## src/inc/asr_consts.svh

```systemverilog
`ifndef ASR_CONSTS_SVH
`define ASR_CONSTS_SVH

// ----------------------------------------------------------------
// Register byte offsets
// ----------------------------------------------------------------
`define ASR_OFS_CTRL       8'h00
`define ASR_OFS_STAT       8'h04
`define ASR_OFS_DATA       8'h08
`define ASR_OFS_BAUD       8'h0C
`define ASR_OFS_ISTS       8'h10
`define ASR_OFS_IMSK       8'h14

// ----------------------------------------------------------------
// Field positions
// ----------------------------------------------------------------
`define ASR_CTRL_SERIAL_PORT_ENABLE      0
`define ASR_CTRL_CONTINUOUS_RECEIVE_ENABLE      1
`define ASR_STAT_RXF       0
`define ASR_STAT_OVR       1
`define ASR_STAT_IDLE      2
`define ASR_STAT_STUCK     3
`define ASR_STAT_FERR      4
`define ASR_IRQ_RX         0
`define ASR_IRQ_OVR        1
`define ASR_IRQ_IDLE       2
`define ASR_IRQ_FERR       3

// ----------------------------------------------------------------
// Reset values
// ----------------------------------------------------------------
`define ASR_DIV_RST        16'h0001
`define ASR_IMSK_RST       4'h0

// ----------------------------------------------------------------
// Timing in sixteenths of a bit period
// ----------------------------------------------------------------
`define ASR_GLITCH_CHK     4'h1
`define ASR_IDLE_BACK      4'h2
`define ASR_MID_BIT        4'h8
`define ASR_LAST_TICK      4'hF

`endif

```

## src/inc/asr_pkg.sv

```systemverilog
package asr_pkg;

	// Receiver sequencing states
	typedef enum logic [2:0] {
		ST_IDLE,
		ST_START,
		ST_GLITCH,
		ST_WAIT2,
		ST_STUCK,
		ST_DATA,
		ST_STOP
	} asr_state_t;

	// Decoded register selection
	typedef enum logic [2:0] {
		R_CTRL,
		R_STAT,
		R_DATA,
		R_BAUD,
		R_ISTS,
		R_IMSK,
		R_NONE
	} asr_reg_t;

endpackage

```

## src/rtl/asr_tick_gen.sv

```systemverilog
// Oversampling tick: one pulse every divisor+1 clocks while running
module asr_tick_gen #(
	parameter int DIV_W = 16
) (
	input  wire logic             pclk,
	input  wire logic             presetn,
	input  wire logic             run,
	input  wire logic [DIV_W-1:0] divisor,
	output logic                  tick
);

	typedef struct packed {
		logic [DIV_W-1:0] cnt;
		logic             tick;
	} asr_tick_t;

	asr_tick_t r_ff;
	asr_tick_t nxt_r;

	generate
		if (DIV_W < 1) begin : g_bad_width
			$error("asr_tick_gen: DIV_W must be at least 1");
		end
	endgenerate

	// ----------------------------------------------------------------
	// Divider
	// ----------------------------------------------------------------
	// Counter held at zero while stopped so each start is aligned
	always_comb begin
		nxt_r = r_ff;
		nxt_r.tick = 1'b0;
		if (!run) begin
			nxt_r.cnt = '0;
		end else if (r_ff.cnt >= divisor) begin
			nxt_r.cnt = '0;
			nxt_r.tick = 1'b1;
		end else begin
			nxt_r.cnt = r_ff.cnt + {{(DIV_W-1){1'b0}}, 1'b1};
		end
	end

	// State register
	always_ff @(posedge pclk or negedge presetn) begin
		if (!presetn) begin
			r_ff <= '0;
		end else begin
			r_ff <= nxt_r;
		end
	end

	assign tick = r_ff.tick;

endmodule // asr_tick_gen

```

## src/rtl/asr_status_flags.sv

```systemverilog
// Overview of operation
// RULE_01: Overrun flag clears only on receive enable low or device reset.
// RULE_02: Turning the serial port off leaves the overrun flag untouched.
// RULE_03: Idle flag drops when a start edge appears on the line.
// RULE_04: After an isolated invalid start, idle returns high 1/8 bit later.
// RULE_05: Second glitch within a bit: idle stays high, falls one bit later.
// RULE_06: After that fall, idle stays low until a valid start bit.
// RULE_07: Serial port enable low resets the receiver and restores idle.
// RULE_08: Software times idle-low to receive flag; resets module if too long.
// RULE_09: Software clears overrun by dropping receive enable, not port enable.
// RULE_10: A char finishing while data is unread sets overrun and is dropped.

`include "asr_consts.svh"

module asr_status_flags #(
	parameter int DATA_BITS = 8,
	parameter int DIV_W     = 16
) (
	input  wire logic        pclk,
	input  wire logic        presetn,
	input  wire logic        psel,
	input  wire logic        penable,
	input  wire logic        pwrite,
	input  wire logic [7:0]  paddr,
	input  wire logic [31:0] pwdata,
	output logic      [31:0] prdata,
	output logic             pready,
	output logic             pslverr,
	input  wire logic        rx_line,
	output logic             irq
);

	localparam logic [3:0] LAST_BIT = 4'(DATA_BITS - 1);

	generate
		if (DATA_BITS < 5 || DATA_BITS > 9) begin : g_bad_bits
			$error("asr_status_flags: DATA_BITS must be 5 to 9");
		end
		if (DIV_W < 1 || DIV_W > 16) begin : g_bad_div
			$error("asr_status_flags: DIV_W must be 1 to 16");
		end
	endgenerate

	// ----------------------------------------------------------------
	// State
	// ----------------------------------------------------------------
	typedef struct packed {
		asr_pkg::asr_state_t  st;
		logic [3:0]           tcnt;
		logic [3:0]           bcnt;
		logic [3:0]           wcnt;
		logic                 win;
		logic                 stuck;
		logic                 idle;
		logic                 line_q;
		logic [DATA_BITS-1:0] shift;
		logic [DATA_BITS-1:0] rx_data;
		logic                 rx_full;
		logic                 ovr;
		logic                 ferr;
		logic                 serial_port_enable;
		logic                 continuous_receive_enable;
		logic [DIV_W-1:0]     div;
		logic [3:0]           ists;
		logic [3:0]           imsk;
		logic [31:0]          rdata;
	} asr_core_t;

	asr_core_t           r_ff;
	asr_core_t           nxt_r;
	logic                tick;
	logic                fall;
	logic                acc;
	logic                setup;
	logic [3:0]          ev;
	logic [3:0]          clr;
	logic [3:0]          nt;
	asr_pkg::asr_reg_t   sel;

	// ----------------------------------------------------------------
	// Address decode
	// ----------------------------------------------------------------
	function automatic asr_pkg::asr_reg_t dec(input logic [7:0] a);
		case (a)
			`ASR_OFS_CTRL: dec = asr_pkg::R_CTRL;
			`ASR_OFS_STAT: dec = asr_pkg::R_STAT;
			`ASR_OFS_DATA: dec = asr_pkg::R_DATA;
			`ASR_OFS_BAUD: dec = asr_pkg::R_BAUD;
			`ASR_OFS_ISTS: dec = asr_pkg::R_ISTS;
			`ASR_OFS_IMSK: dec = asr_pkg::R_IMSK;
			default:       dec = asr_pkg::R_NONE;
		endcase
	endfunction

	// APB phase qualifiers and zero-wait answer
	assign sel     = dec(paddr);
	assign setup   = psel & ~penable;
	assign acc     = psel & penable;
	assign pready  = 1'b1;
	assign pslverr = acc & (sel == asr_pkg::R_NONE);
	assign prdata  = r_ff.rdata;
	assign irq     = |(r_ff.ists & r_ff.imsk);

	// Falling edge of the receive line
	assign fall = r_ff.line_q & ~rx_line;
	assign nt   = r_ff.tcnt + 4'h1;

	// ----------------------------------------------------------------
	// Oversampling clock, stopped while the port is off
	// ----------------------------------------------------------------
	asr_tick_gen #(
		.DIV_W   (DIV_W)
	) u_tick (
		.pclk    (pclk),
		.presetn (presetn),
		.run     (r_ff.serial_port_enable),
		.divisor (r_ff.div),
		.tick    (tick)
	);

	// ----------------------------------------------------------------
	// Next state
	// ----------------------------------------------------------------
	always_comb begin
		nxt_r = r_ff;
		ev = 4'h0;
		clr = 4'h0;
		nxt_r.line_q = rx_line;

		// Register writes and read-side effects at the access edge
		if (acc && pwrite) begin
			case (sel)
				asr_pkg::R_CTRL: begin
					nxt_r.serial_port_enable = pwdata[`ASR_CTRL_SERIAL_PORT_ENABLE];
					nxt_r.continuous_receive_enable = pwdata[`ASR_CTRL_CONTINUOUS_RECEIVE_ENABLE];
				end
				asr_pkg::R_BAUD: nxt_r.div = pwdata[DIV_W-1:0];
				asr_pkg::R_ISTS: clr = pwdata[3:0];
				asr_pkg::R_IMSK: nxt_r.imsk = pwdata[3:0];
				default: ;
			endcase
		end
		if (acc && !pwrite && sel == asr_pkg::R_DATA) begin
			nxt_r.rx_full = 1'b0;
		end

		// Read data captured in the setup cycle
		if (setup) begin
			nxt_r.rdata = 32'h0;
			case (sel)
				asr_pkg::R_CTRL: begin
					nxt_r.rdata[`ASR_CTRL_SERIAL_PORT_ENABLE] = r_ff.serial_port_enable;
					nxt_r.rdata[`ASR_CTRL_CONTINUOUS_RECEIVE_ENABLE] = r_ff.continuous_receive_enable;
				end
				asr_pkg::R_STAT: begin
					nxt_r.rdata[`ASR_STAT_RXF]   = r_ff.rx_full;
					nxt_r.rdata[`ASR_STAT_OVR]   = r_ff.ovr;
					nxt_r.rdata[`ASR_STAT_IDLE]  = r_ff.idle;
					nxt_r.rdata[`ASR_STAT_STUCK] = r_ff.stuck;
					nxt_r.rdata[`ASR_STAT_FERR]  = r_ff.ferr;
				end
				asr_pkg::R_DATA: nxt_r.rdata[DATA_BITS-1:0] = r_ff.rx_data;
				asr_pkg::R_BAUD: nxt_r.rdata[DIV_W-1:0] = r_ff.div;
				asr_pkg::R_ISTS: nxt_r.rdata[3:0] = r_ff.ists;
				asr_pkg::R_IMSK: nxt_r.rdata[3:0] = r_ff.imsk;
				default: ;
			endcase
		end

		// Overrun cleared only by receive enable low or device reset
		if (!r_ff.continuous_receive_enable) begin
			nxt_r.ovr = 1'b0; // RULE_01
		end

		// Glitch window measured from the first leading edge
		if (r_ff.win && tick) begin
			nxt_r.wcnt = r_ff.wcnt + 4'h1;
			if (r_ff.wcnt == `ASR_LAST_TICK) begin
				nxt_r.win = 1'b0;
			end
		end

		// Receiver sequencing
		if (!r_ff.serial_port_enable) begin
			// Port off: receiver back to rest, overrun kept
			nxt_r.st = asr_pkg::ST_IDLE; // RULE_07
			nxt_r.idle = 1'b1; // RULE_07
			nxt_r.stuck = 1'b0;
			nxt_r.win = 1'b0;
			nxt_r.tcnt = 4'h0;
			nxt_r.bcnt = 4'h0;
			nxt_r.rx_full = 1'b0; // RULE_02
		end else if (!r_ff.continuous_receive_enable && (r_ff.st == asr_pkg::ST_START ||
			r_ff.st == asr_pkg::ST_DATA || r_ff.st == asr_pkg::ST_STOP)) begin
			// Reception disabled mid-character: abandon it
			nxt_r.st = r_ff.stuck ? asr_pkg::ST_STUCK : asr_pkg::ST_IDLE;
			nxt_r.idle = ~r_ff.stuck;
		end else begin
			case (r_ff.st)
				asr_pkg::ST_IDLE: begin
					if (fall && r_ff.continuous_receive_enable) begin
						nxt_r.tcnt = 4'h0;
						if (r_ff.win) begin
							// Second edge inside the window
							nxt_r.st = asr_pkg::ST_WAIT2; // RULE_05
							nxt_r.win = 1'b0;
						end else begin
							nxt_r.st = asr_pkg::ST_START;
							nxt_r.idle = 1'b0; // RULE_03
							nxt_r.win = 1'b1;
							nxt_r.wcnt = 4'h0;
						end
					end
				end
				asr_pkg::ST_START: begin
					if (tick) begin
						nxt_r.tcnt = nt;
						if (rx_line && nt >= `ASR_GLITCH_CHK) begin
							// Line back high before mid-bit: invalid start
							nxt_r.st = r_ff.stuck ? asr_pkg::ST_STUCK :
								asr_pkg::ST_GLITCH;
						end else if (nt == `ASR_MID_BIT) begin
							// Valid start bit
							nxt_r.st = asr_pkg::ST_DATA;
							nxt_r.tcnt = 4'h0;
							nxt_r.bcnt = 4'h0;
							nxt_r.stuck = 1'b0; // RULE_06
							nxt_r.win = 1'b0;
						end
					end
				end
				asr_pkg::ST_GLITCH: begin
					if (fall && r_ff.continuous_receive_enable && r_ff.win) begin
						// Back-to-back glitch: idle reads high meanwhile
						nxt_r.st = asr_pkg::ST_WAIT2; // RULE_05
						nxt_r.idle = 1'b1; // RULE_05
						nxt_r.tcnt = 4'h0;
						nxt_r.win = 1'b0;
					end else if (tick) begin
						nxt_r.tcnt = nt;
						if (nt >= `ASR_IDLE_BACK) begin
							nxt_r.st = asr_pkg::ST_IDLE;
							nxt_r.idle = 1'b1; // RULE_04
						end
					end
				end
				asr_pkg::ST_WAIT2: begin
					if (tick) begin
						nxt_r.tcnt = nt;
						if (r_ff.tcnt == `ASR_LAST_TICK) begin
							// One bit period later the flag falls
							nxt_r.st = asr_pkg::ST_STUCK;
							nxt_r.idle = 1'b0; // RULE_05
							nxt_r.stuck = 1'b1; // RULE_06
						end
					end
				end
				asr_pkg::ST_STUCK: begin
					// Idle held low; only a valid start or turning the port off releases it
					if (fall && r_ff.continuous_receive_enable) begin
						nxt_r.st = asr_pkg::ST_START; // RULE_06
						nxt_r.tcnt = 4'h0;
					end
				end
				asr_pkg::ST_DATA: begin
					if (tick) begin
						nxt_r.tcnt = nt;
						if (r_ff.tcnt == `ASR_LAST_TICK) begin
							// Sample at bit centre, LSB first
							nxt_r.shift = {rx_line,
								r_ff.shift[DATA_BITS-1:1]};
							nxt_r.bcnt = r_ff.bcnt + 4'h1;
							if (r_ff.bcnt == LAST_BIT) begin
								nxt_r.st = asr_pkg::ST_STOP;
							end
						end
					end
				end
				asr_pkg::ST_STOP: begin
					if (tick) begin
						nxt_r.tcnt = nt;
						if (r_ff.tcnt == `ASR_LAST_TICK) begin
							nxt_r.st = asr_pkg::ST_IDLE;
							nxt_r.idle = 1'b1;
							if (nxt_r.rx_full) begin
								// Unread data kept, new char dropped
								nxt_r.ovr = 1'b1; // RULE_10
								ev[`ASR_IRQ_OVR] = 1'b1; // RULE_10
							end else begin
								nxt_r.rx_data = r_ff.shift;
								nxt_r.rx_full = 1'b1;
								nxt_r.ferr = ~rx_line;
								ev[`ASR_IRQ_RX] = 1'b1;
								ev[`ASR_IRQ_FERR] = ~rx_line;
							end
						end
					end
				end
				default: begin
					nxt_r.st = asr_pkg::ST_IDLE;
					nxt_r.idle = 1'b1;
				end
			endcase
		end

		// Idle falling edge is an event for software timing
		ev[`ASR_IRQ_IDLE] = r_ff.idle & ~nxt_r.idle; // RULE_08

		// Sticky events, set wins over write-one-to-clear
		nxt_r.ists = (r_ff.ists & ~clr) | ev;
	end

	// ----------------------------------------------------------------
	// State register
	// ----------------------------------------------------------------
	always_ff @(posedge pclk or negedge presetn) begin
		if (!presetn) begin
			r_ff <= '0;
			r_ff.idle <= 1'b1;
			r_ff.line_q <= 1'b1;
			r_ff.div <= DIV_W'(`ASR_DIV_RST);
			r_ff.imsk <= `ASR_IMSK_RST;
		end else begin
			r_ff <= nxt_r;
		end
	end

endmodule // asr_status_flags

```

## config.mk

```make
export PLATFORM = sky130hd
export DESIGN_NAME = asr_status_flags
export DESIGN_NICKNAME = d
export VERILOG_FILES = /design/src/inc/asr_pkg.sv /design/src/rtl/asr_tick_gen.sv /design/src/rtl/asr_status_flags.sv
export VERILOG_INCLUDE_DIRS = /design/src /design/src/inc
export SDC_FILE = /design/constraint.sdc
export NUM_CORES = 1
export LEC_CHECK = 0
export BUFFER_PORTS_ARGS = -buffer_cell sky130_fd_sc_hd__buf_4
export CAP_MARGIN = 20
export CORE_MARGIN = 2
export CORE_UTILIZATION = 50
export DETAILED_ROUTE_END_ITERATION = 8
export PLACE_DENSITY_LB_ADDON = 0.15
export RECOVER_POWER = 50
export SYNTH_ARGS = -nofsm -noshare
export SYNTH_HDL_FRONTEND = slang
export SYNTH_SLANG_ARGS = --single-unit
```

## constraint.sdc

```tcl
create_clock -name pclk -period 2.73 [get_ports pclk]
set_input_delay 0.4095 -clock pclk [delete_from_list [all_inputs] [get_ports pclk]]
set_output_delay 0.4095 -clock pclk [all_outputs]
set_load 0.02 [all_outputs]
```

**Yosys cells after proc, flatten, opt, wreduce, memory -nomap -nowiden**

Cells that the tools add are included.

- $add $sub $neg: 4
- Magnitude comparators: 3
- Equal/unequal tests: 49
- Mux-type cells: 86
- Bitwise operators: 15
- Reductions and logical operators: 26

Operators by type and width:

| kind | count |
|---|---|
| $mux 11 | 4 |
| $mux 3 | 14 |
| $mux 7 | 6 |
| $mux 16 | 2 |
| $pmux 4 s7 | 1 |
| $mux 1 | 26 |
| $mux 2 | 12 |
| $mux 4 | 6 |
| $ne 4x2->1 const B | 6 |
| $pmux 3 s7 | 1 |
| $eq 3x3->1 const B | 6 |
| $ne 3x2->1 const B | 6 |
| $pmux 3 s6 | 1 |
| $add 16x1->16 const B | 1 |
| $eq 8x4->1 const B | 2 |
| $eq 8x5->1 const B | 2 |
| $ge 16x16->1 | 1 |
| $mux 8 | 2 |
| $mux 14 | 1 |
| $reduce_and 7->1 | 2 |
| $reduce_and 13->1 | 1 |
| $add 4x1->4 const B | 3 |
| $eq 3x2->1 const B | 4 |
| $eq 4x4->1 const B | 3 |
| 38 further kinds | 70 |

- Bits in registers: 97
- Input port bits: 46

**Longest topological paths before layout**

- Word-level depth: 12
- Gate-level depth with buffers: 13
- Depth with buffers taken out: 11

**Hierarchy**

From an unflattened synthesis, not the netlist that was laid out.

- Cell total of the unflattened synthesis: 578
- Area, all modules: 5834.3 µm²

Modules (own cells, without submodules):

| module | times used | cells each | area each (µm²) | seq. area each (µm²) |
|---|---|---|---|---|
| asr_status_flags | 1 | 451 | 4573.1 | 2005.7 |
| asr_tick_gen | 1 | 127 | 1261.2 | 425.4 |

**Worst setup path before layout**

No wires, ideal clock.

- Path type: input -> register
- Start: input paddr[5]
- End: register r_ff[63] in the netlist's numbering
- Arrival time: 3.028 ns
- Setup slack: -0.423 ns
- Stages on the path: 12
- Buffers on the path: 2
- Cell sequence: or4_1 -> buf_2 -> nor3_1 -> and2_1 -> inv_1 -> ha_1 -> nand2b_1 -> or4_4 -> o41ai_4 -> nand2b_2 -> buf_6 -> mux2_4

- Word-level cells in the longest chain between the ends: 7
- Elaborated cells between the ends (all ways): 12

Ends and longest elaborated chain:

| what | line | RTL |
|---|---|---|
| start, declared | asr_status_flags.sv:24 | `input wire logic [7:0] paddr,` |
| $eq 8x5->1 (tied with other cells) | asr_status_flags.sv:84 | `case (a)` |
| $pmux 3 s6 (*) | asr_status_flags.sv:84 |  |
| $eq 3x2->1 (*) | asr_status_flags.sv:143 | `if (acc && !pwrite && sel == asr_pkg::R_DATA) begin` |
| $logic_and 1x1->1 (*) | asr_status_flags.sv:143 |  |
| $mux 1 (*) | asr_status_flags.sv:143 |  |
| $not 1->1 (no source line) (*) | - |  |
| $reduce_and 6->1 (no source line) (*) | - |  |
| end signal, assigned | asr_status_flags.sv:324 | `r_ff <= nxt_r;` |
| end, declared | asr_status_flags.sv:69 | `asr_core_t r_ff;` |

Mark *: on every way between the ends. The rest lies on a longest branch, timed or not.
A chain may end at the register's enable or synchronous reset.

**Worst setup path in the final report**

- Start: input paddr[5]
- End: register r_ff[68] in the netlist's numbering

The elaborated chain is that of the path after synthesis.

==> impl_metrics.csv <==
group,metric,value,unit
sta,setup-tns-final,0,ps
worst_setup_path,worst_setup_ep,"r_ff[68]$_DFFE_PN0P_",
global_routing,first_global_vias,4106,
global_routing,global_route_wire_length_before_repair,19.7,mm
cts,clock_latency,380,ps
die,dieWidth,109,µm
power,static-leakage-power,0.00291,µW
global_routing,grt_start_max_net_pins,55,
status,outcome,"completed",
place,port_buffers,47,
routing,drt_first_iter_violations,241,
global_routing,initial_antenna_violation_count,0,
cells_and_area,final_layout_net_count,685,
worst_setup_path,worst_r2r_startpoint,"r_ff[89]$_DFFE_PN0P_",
logic_synthesis,synth_largest_area_cell,"sky130_fd_sc_hd__dfrtp_1",
worst_setup_path,critical_path_arrival,2960,ps
cells_and_area,fillerInstances,950,
cells_and_area,final_cell_area,6200,µm²
die,floorplan.initialDensity,51.2,%
cts,tritoncts,"yes",
place,globalplace.congestion,0.906,
logic_synthesis,synth-async-reset-ratio,100,%
sta,setup_violations,0,
cells_and_area,post_route_cells_drive_above_1_share,22.3,%
cells_and_area,synthToLayoutAreaGrowth,12.2,%
global_routing,globalRoute.totalOverflow,0,
logic_synthesis,synth_enable_flop_cells,0,
logic_synthesis,ys_types,58,
cts,cts_htree_levels,3,
worst_setup_path,start_kind,"input pin",
sta,timing.final.crit_share,98.7,%
cts,clk_transition_reported_paths,100,ps
sta,fin_crit,2700,ps
power,cellPowerDensity,560,nW/µm²
cells_and_area,post-route-util,57.4,%
sta,final-max-slew-violation-count,0,
routing,antenna_violating_nets_post_route,0,
worst_setup_path,critical_path.startpoint,"paddr[5]",
worst_setup_path,cp_data_required_time,3000,ps
die,die_y,109,µm
sta,maxSlewHeadroom,11.5,%
die,core,10800,µm²
cts,cts.path.max_buffers,2,
logic_synthesis,synth_sequential_area_ratio,44.0,%
die,total_die_area,11900,µm²
routing,routed-via-count,4246,
logic_synthesis,cells_after_synth,565,
sta,measured_slew_at_the_worst_slew_check_pin,1330,ps
cts,cts_made_buffers,9,
cts,clock-root-buffer,"sky130_fd_sc_hd__clkbuf_8",
logic_synthesis,ys_seq_elements,97,
sta,clock_skew,8.27,ps
routing,number_of_design_rule_violations_left_after_detail_routing,0,
global_routing,grt_util_all_layers,21.4,%
worst_setup_path,worstPathMaxFanout,5,
cts,cts_hold_buffers,0,
die,io-pin-count,81,
worst_setup_path,worstReg2RegEnd,"r_ff[93]$_DFFE_PN0P_",
cells_and_area,antenna_cells_inserted,0,
sta,hold_fails_final_rpt,0,
logic_synthesis,synth_top_area_share,42.6,%
logic_synthesis,ys.flop_type,"sky130_fd_sc_hd__dfrtp_1",
routing,drt-pass1-iter-count,6,
routing,ratio_of_routed_vias_to_standard_cells,5.59,
place,placed_cell_area,6030,µm²
flow_run,max-cap-violations,0,
routing,wl,11.9,mm
power,ir_drop,348,µV
worst_setup_path,critical_path_class,"input pin to flop",
worst_setup_path,timing.critical_path.to_type,"flop",
sta,max_freq,371,MHz
place,detailedPlacementHpwl,8.85,mm
logic_synthesis,synth.area.top_cells,"sky130_fd_sc_hd__dfrtp_1 (43%), sky130_fd_sc_hd__mux2_2 (6.1%), sky130_fd_sc_hd__ha_1 (5.4%)",
logic_synthesis,synth.cell_area,5530,µm²
logic_synthesis,average_cell_area_after_synthesis,9.78,µm²
die,fp-row-count,38,
logic_synthesis,ys_warn_count,0,
worst_setup_path,setup.reg_to_reg.worst_slack,130,ps
worst_setup_path,timing.reg2reg.worst_path_depth,8,
routing,final_routed_wire_length_divided_by_cell_count,15.7,µm
cts,clkSinkCount,97,
worst_hold_path,worst_hold_path_type,"input pin to asynchronous set/reset pin",
==> layer usage <==
layer,track usage (%),part of all wire (%),vias to the layer above
li1,-,-,2043
met1,29.8,47,2068
met2,32.7,46,111
met3,3.29,4.4,24
met4,10.1,2.1,0
met5,0,0,-
==> metrics by stage <==
stage	total power [µW]	hold slack (ps)	instances	worst slack (ps)
final	3470	208	760	34.3
after global routing	3680	202	760	-31.7
after CTS	3480	25.5	757	27.0
after detailed placement	2590	443	741	-433
after global placement	2570	442	741	-370
after floorplan	2330	114	580	-327
==> where the power goes <==
group	switching, µW	internal [µW]
sequential	135	1550
clock	536	343
combinational	508	403
==> logic make-up after synthesis <==
kind of cell / after synthesis / share of synthesized area (%)
AND/OR/NAND/NOR: 171 / 15.3
AO/OA/AOI/OAI: 114 / 13.9
flip-flops: 97 / 44.0
buffers and inverters: 93 / 8.74
multiplexers: 46 / 9.56
adder cells (fa/ha/maj): 24 / 5.43
XOR/XNOR: 18 / 2.85
other: 2 / 0.136
==> how the worst min path moves through the flow <==
stage / slack, ps / end / cells past startpoint
floorplan: 110 / prdata[0]$_DFFE_PN0P_ / 0
global placement: 440 / r_ff[89]$_DFFE_PN0P_ / 1
detailed placement: 440 / r_ff[89]$_DFFE_PN0P_ / 1
CTS: 30 / r_ff[89]$_DFFE_PN0P_ / 1
global route: 200 / r_ff[77]$_DFF_PN1_ / 1
finish: 210 / r_ff[89]$_DFFE_PN0P_ / 1
==> timing repair <==
action	CTS	global route
gates cloned	0	1
endpoints found under the setup margin	9	13
gates resized for setup	1	5
buffers inserted	0	2
==> Yosys cell counts, types with 3 or more instances <==
cell and number:
sky130_fd_sc_hd__xor2_1 12, sky130_fd_sc_hd__dfrtp_1 94, sky130_fd_sc_hd__mux2_2 30, sky130_fd_sc_hd__nand4_1 6, sky130_fd_sc_hd__ha_1 24, sky130_fd_sc_hd__nand2_1 48, sky130_fd_sc_hd__buf_4 33, sky130_fd_sc_hd__dfstp_2 3
sky130_fd_sc_hd__a31oi_1 5, sky130_fd_sc_hd__a22o_1 8, sky130_fd_sc_hd__nor2_1 39, sky130_fd_sc_hd__a221oi_1 4, sky130_fd_sc_hd__or3_1 6, sky130_fd_sc_hd__nor4_1 3, sky130_fd_sc_hd__o22ai_1 3, sky130_fd_sc_hd__clkbuf_1 19
sky130_fd_sc_hd__nor2b_1 4, sky130_fd_sc_hd__o2111ai_1 3, sky130_fd_sc_hd__mux2_4 6, sky130_fd_sc_hd__o21a_1 3, sky130_fd_sc_hd__a21oi_1 20, sky130_fd_sc_hd__xnor2_1 6, sky130_fd_sc_hd__o21ai_0 37, sky130_fd_sc_hd__and3_1 6
sky130_fd_sc_hd__nand2b_1 11, sky130_fd_sc_hd__a211oi_1 3, sky130_fd_sc_hd__nand3b_1 6, sky130_fd_sc_hd__inv_1 36, sky130_fd_sc_hd__and4_1 3, sky130_fd_sc_hd__nand3_1 19, sky130_fd_sc_hd__a22oi_1 4, sky130_fd_sc_hd__nor3_1 11
sky130_fd_sc_hd__mux2i_1 10, sky130_fd_sc_hd__a21o_1 5
==> critical path: stages <==
cell and delay [ps]:
sky130_fd_sc_hd__buf_4 110, sky130_fd_sc_hd__or4_4 560, sky130_fd_sc_hd__nor3_4 150, sky130_fd_sc_hd__and2_4 170, sky130_fd_sc_hd__inv_2 30, sky130_fd_sc_hd__ha_2 160
sky130_fd_sc_hd__nand2b_4 140, sky130_fd_sc_hd__or4_4 440, sky130_fd_sc_hd__o41ai_4 200, sky130_fd_sc_hd__buf_4 190, sky130_fd_sc_hd__nand2b_4 90, sky130_fd_sc_hd__mux2_4 310
==> area by class of cell <==
| type | count | area (µm²) | area share, % |
|---|---|---|---|
| Multi-Input combinational cell | 391 | 2710 | 43.8 |
| Timing Repair Buffer | 80 | 569 | 9.18 |
| Sequential cell | 97 | 2430 | 39.2 |
| Tap cell | 140 | 175 | 2.83 |
| Clock buffer | 10 | 128 | 2.06 |
| Clock inverter | 6 | 47.5 | 0.767 |
| Inverter | 36 | 135 | 2.18 |
==> cell usage in the layout (no fill, tap or decap), types with 4 or more instances in the layout <==
cell type	Yosys	final
sky130_fd_sc_hd__dfrtp_1	94	94
sky130_fd_sc_hd__buf_4	33	71
sky130_fd_sc_hd__nand2_1	48	48
sky130_fd_sc_hd__nor2_1	39	39
sky130_fd_sc_hd__o21ai_0	37	36
sky130_fd_sc_hd__inv_1	36	35
sky130_fd_sc_hd__mux2_2	30	30
sky130_fd_sc_hd__ha_1	24	23
sky130_fd_sc_hd__a21oi_1	20	20
sky130_fd_sc_hd__nand3_1	19	19
sky130_fd_sc_hd__conb_1	2	17
sky130_fd_sc_hd__xor2_1	12	12
sky130_fd_sc_hd__nor3_1	11	10
sky130_fd_sc_hd__nand2b_1	11	10
sky130_fd_sc_hd__mux2i_1	10	10
sky130_fd_sc_hd__clkbuf_8	0	9
sky130_fd_sc_hd__a22o_1	8	8
sky130_fd_sc_hd__clkbuf_1	19	8
sky130_fd_sc_hd__nand3b_1	6	6
sky130_fd_sc_hd__nand4_1	6	6
sky130_fd_sc_hd__or3_1	6	6
sky130_fd_sc_hd__and3_1	6	6
sky130_fd_sc_hd__xnor2_1	6	6
sky130_fd_sc_hd__mux2_4	6	6
sky130_fd_sc_hd__a21o_1	5	5
sky130_fd_sc_hd__a31oi_1	5	5
sky130_fd_sc_hd__a22oi_1	4	4
sky130_fd_sc_hd__a221oi_1	4	4
sky130_fd_sc_hd__nor2b_1	4	4
sky130_fd_sc_hd__inv_6	0	4
==> registers in the layout, summed over array words and instances (netlist names) <==
name,flops
r_ff,64
prdata,16
u_tick.r_ff,16
u_tick.tick,1
(Power assumes the default switching activity.)
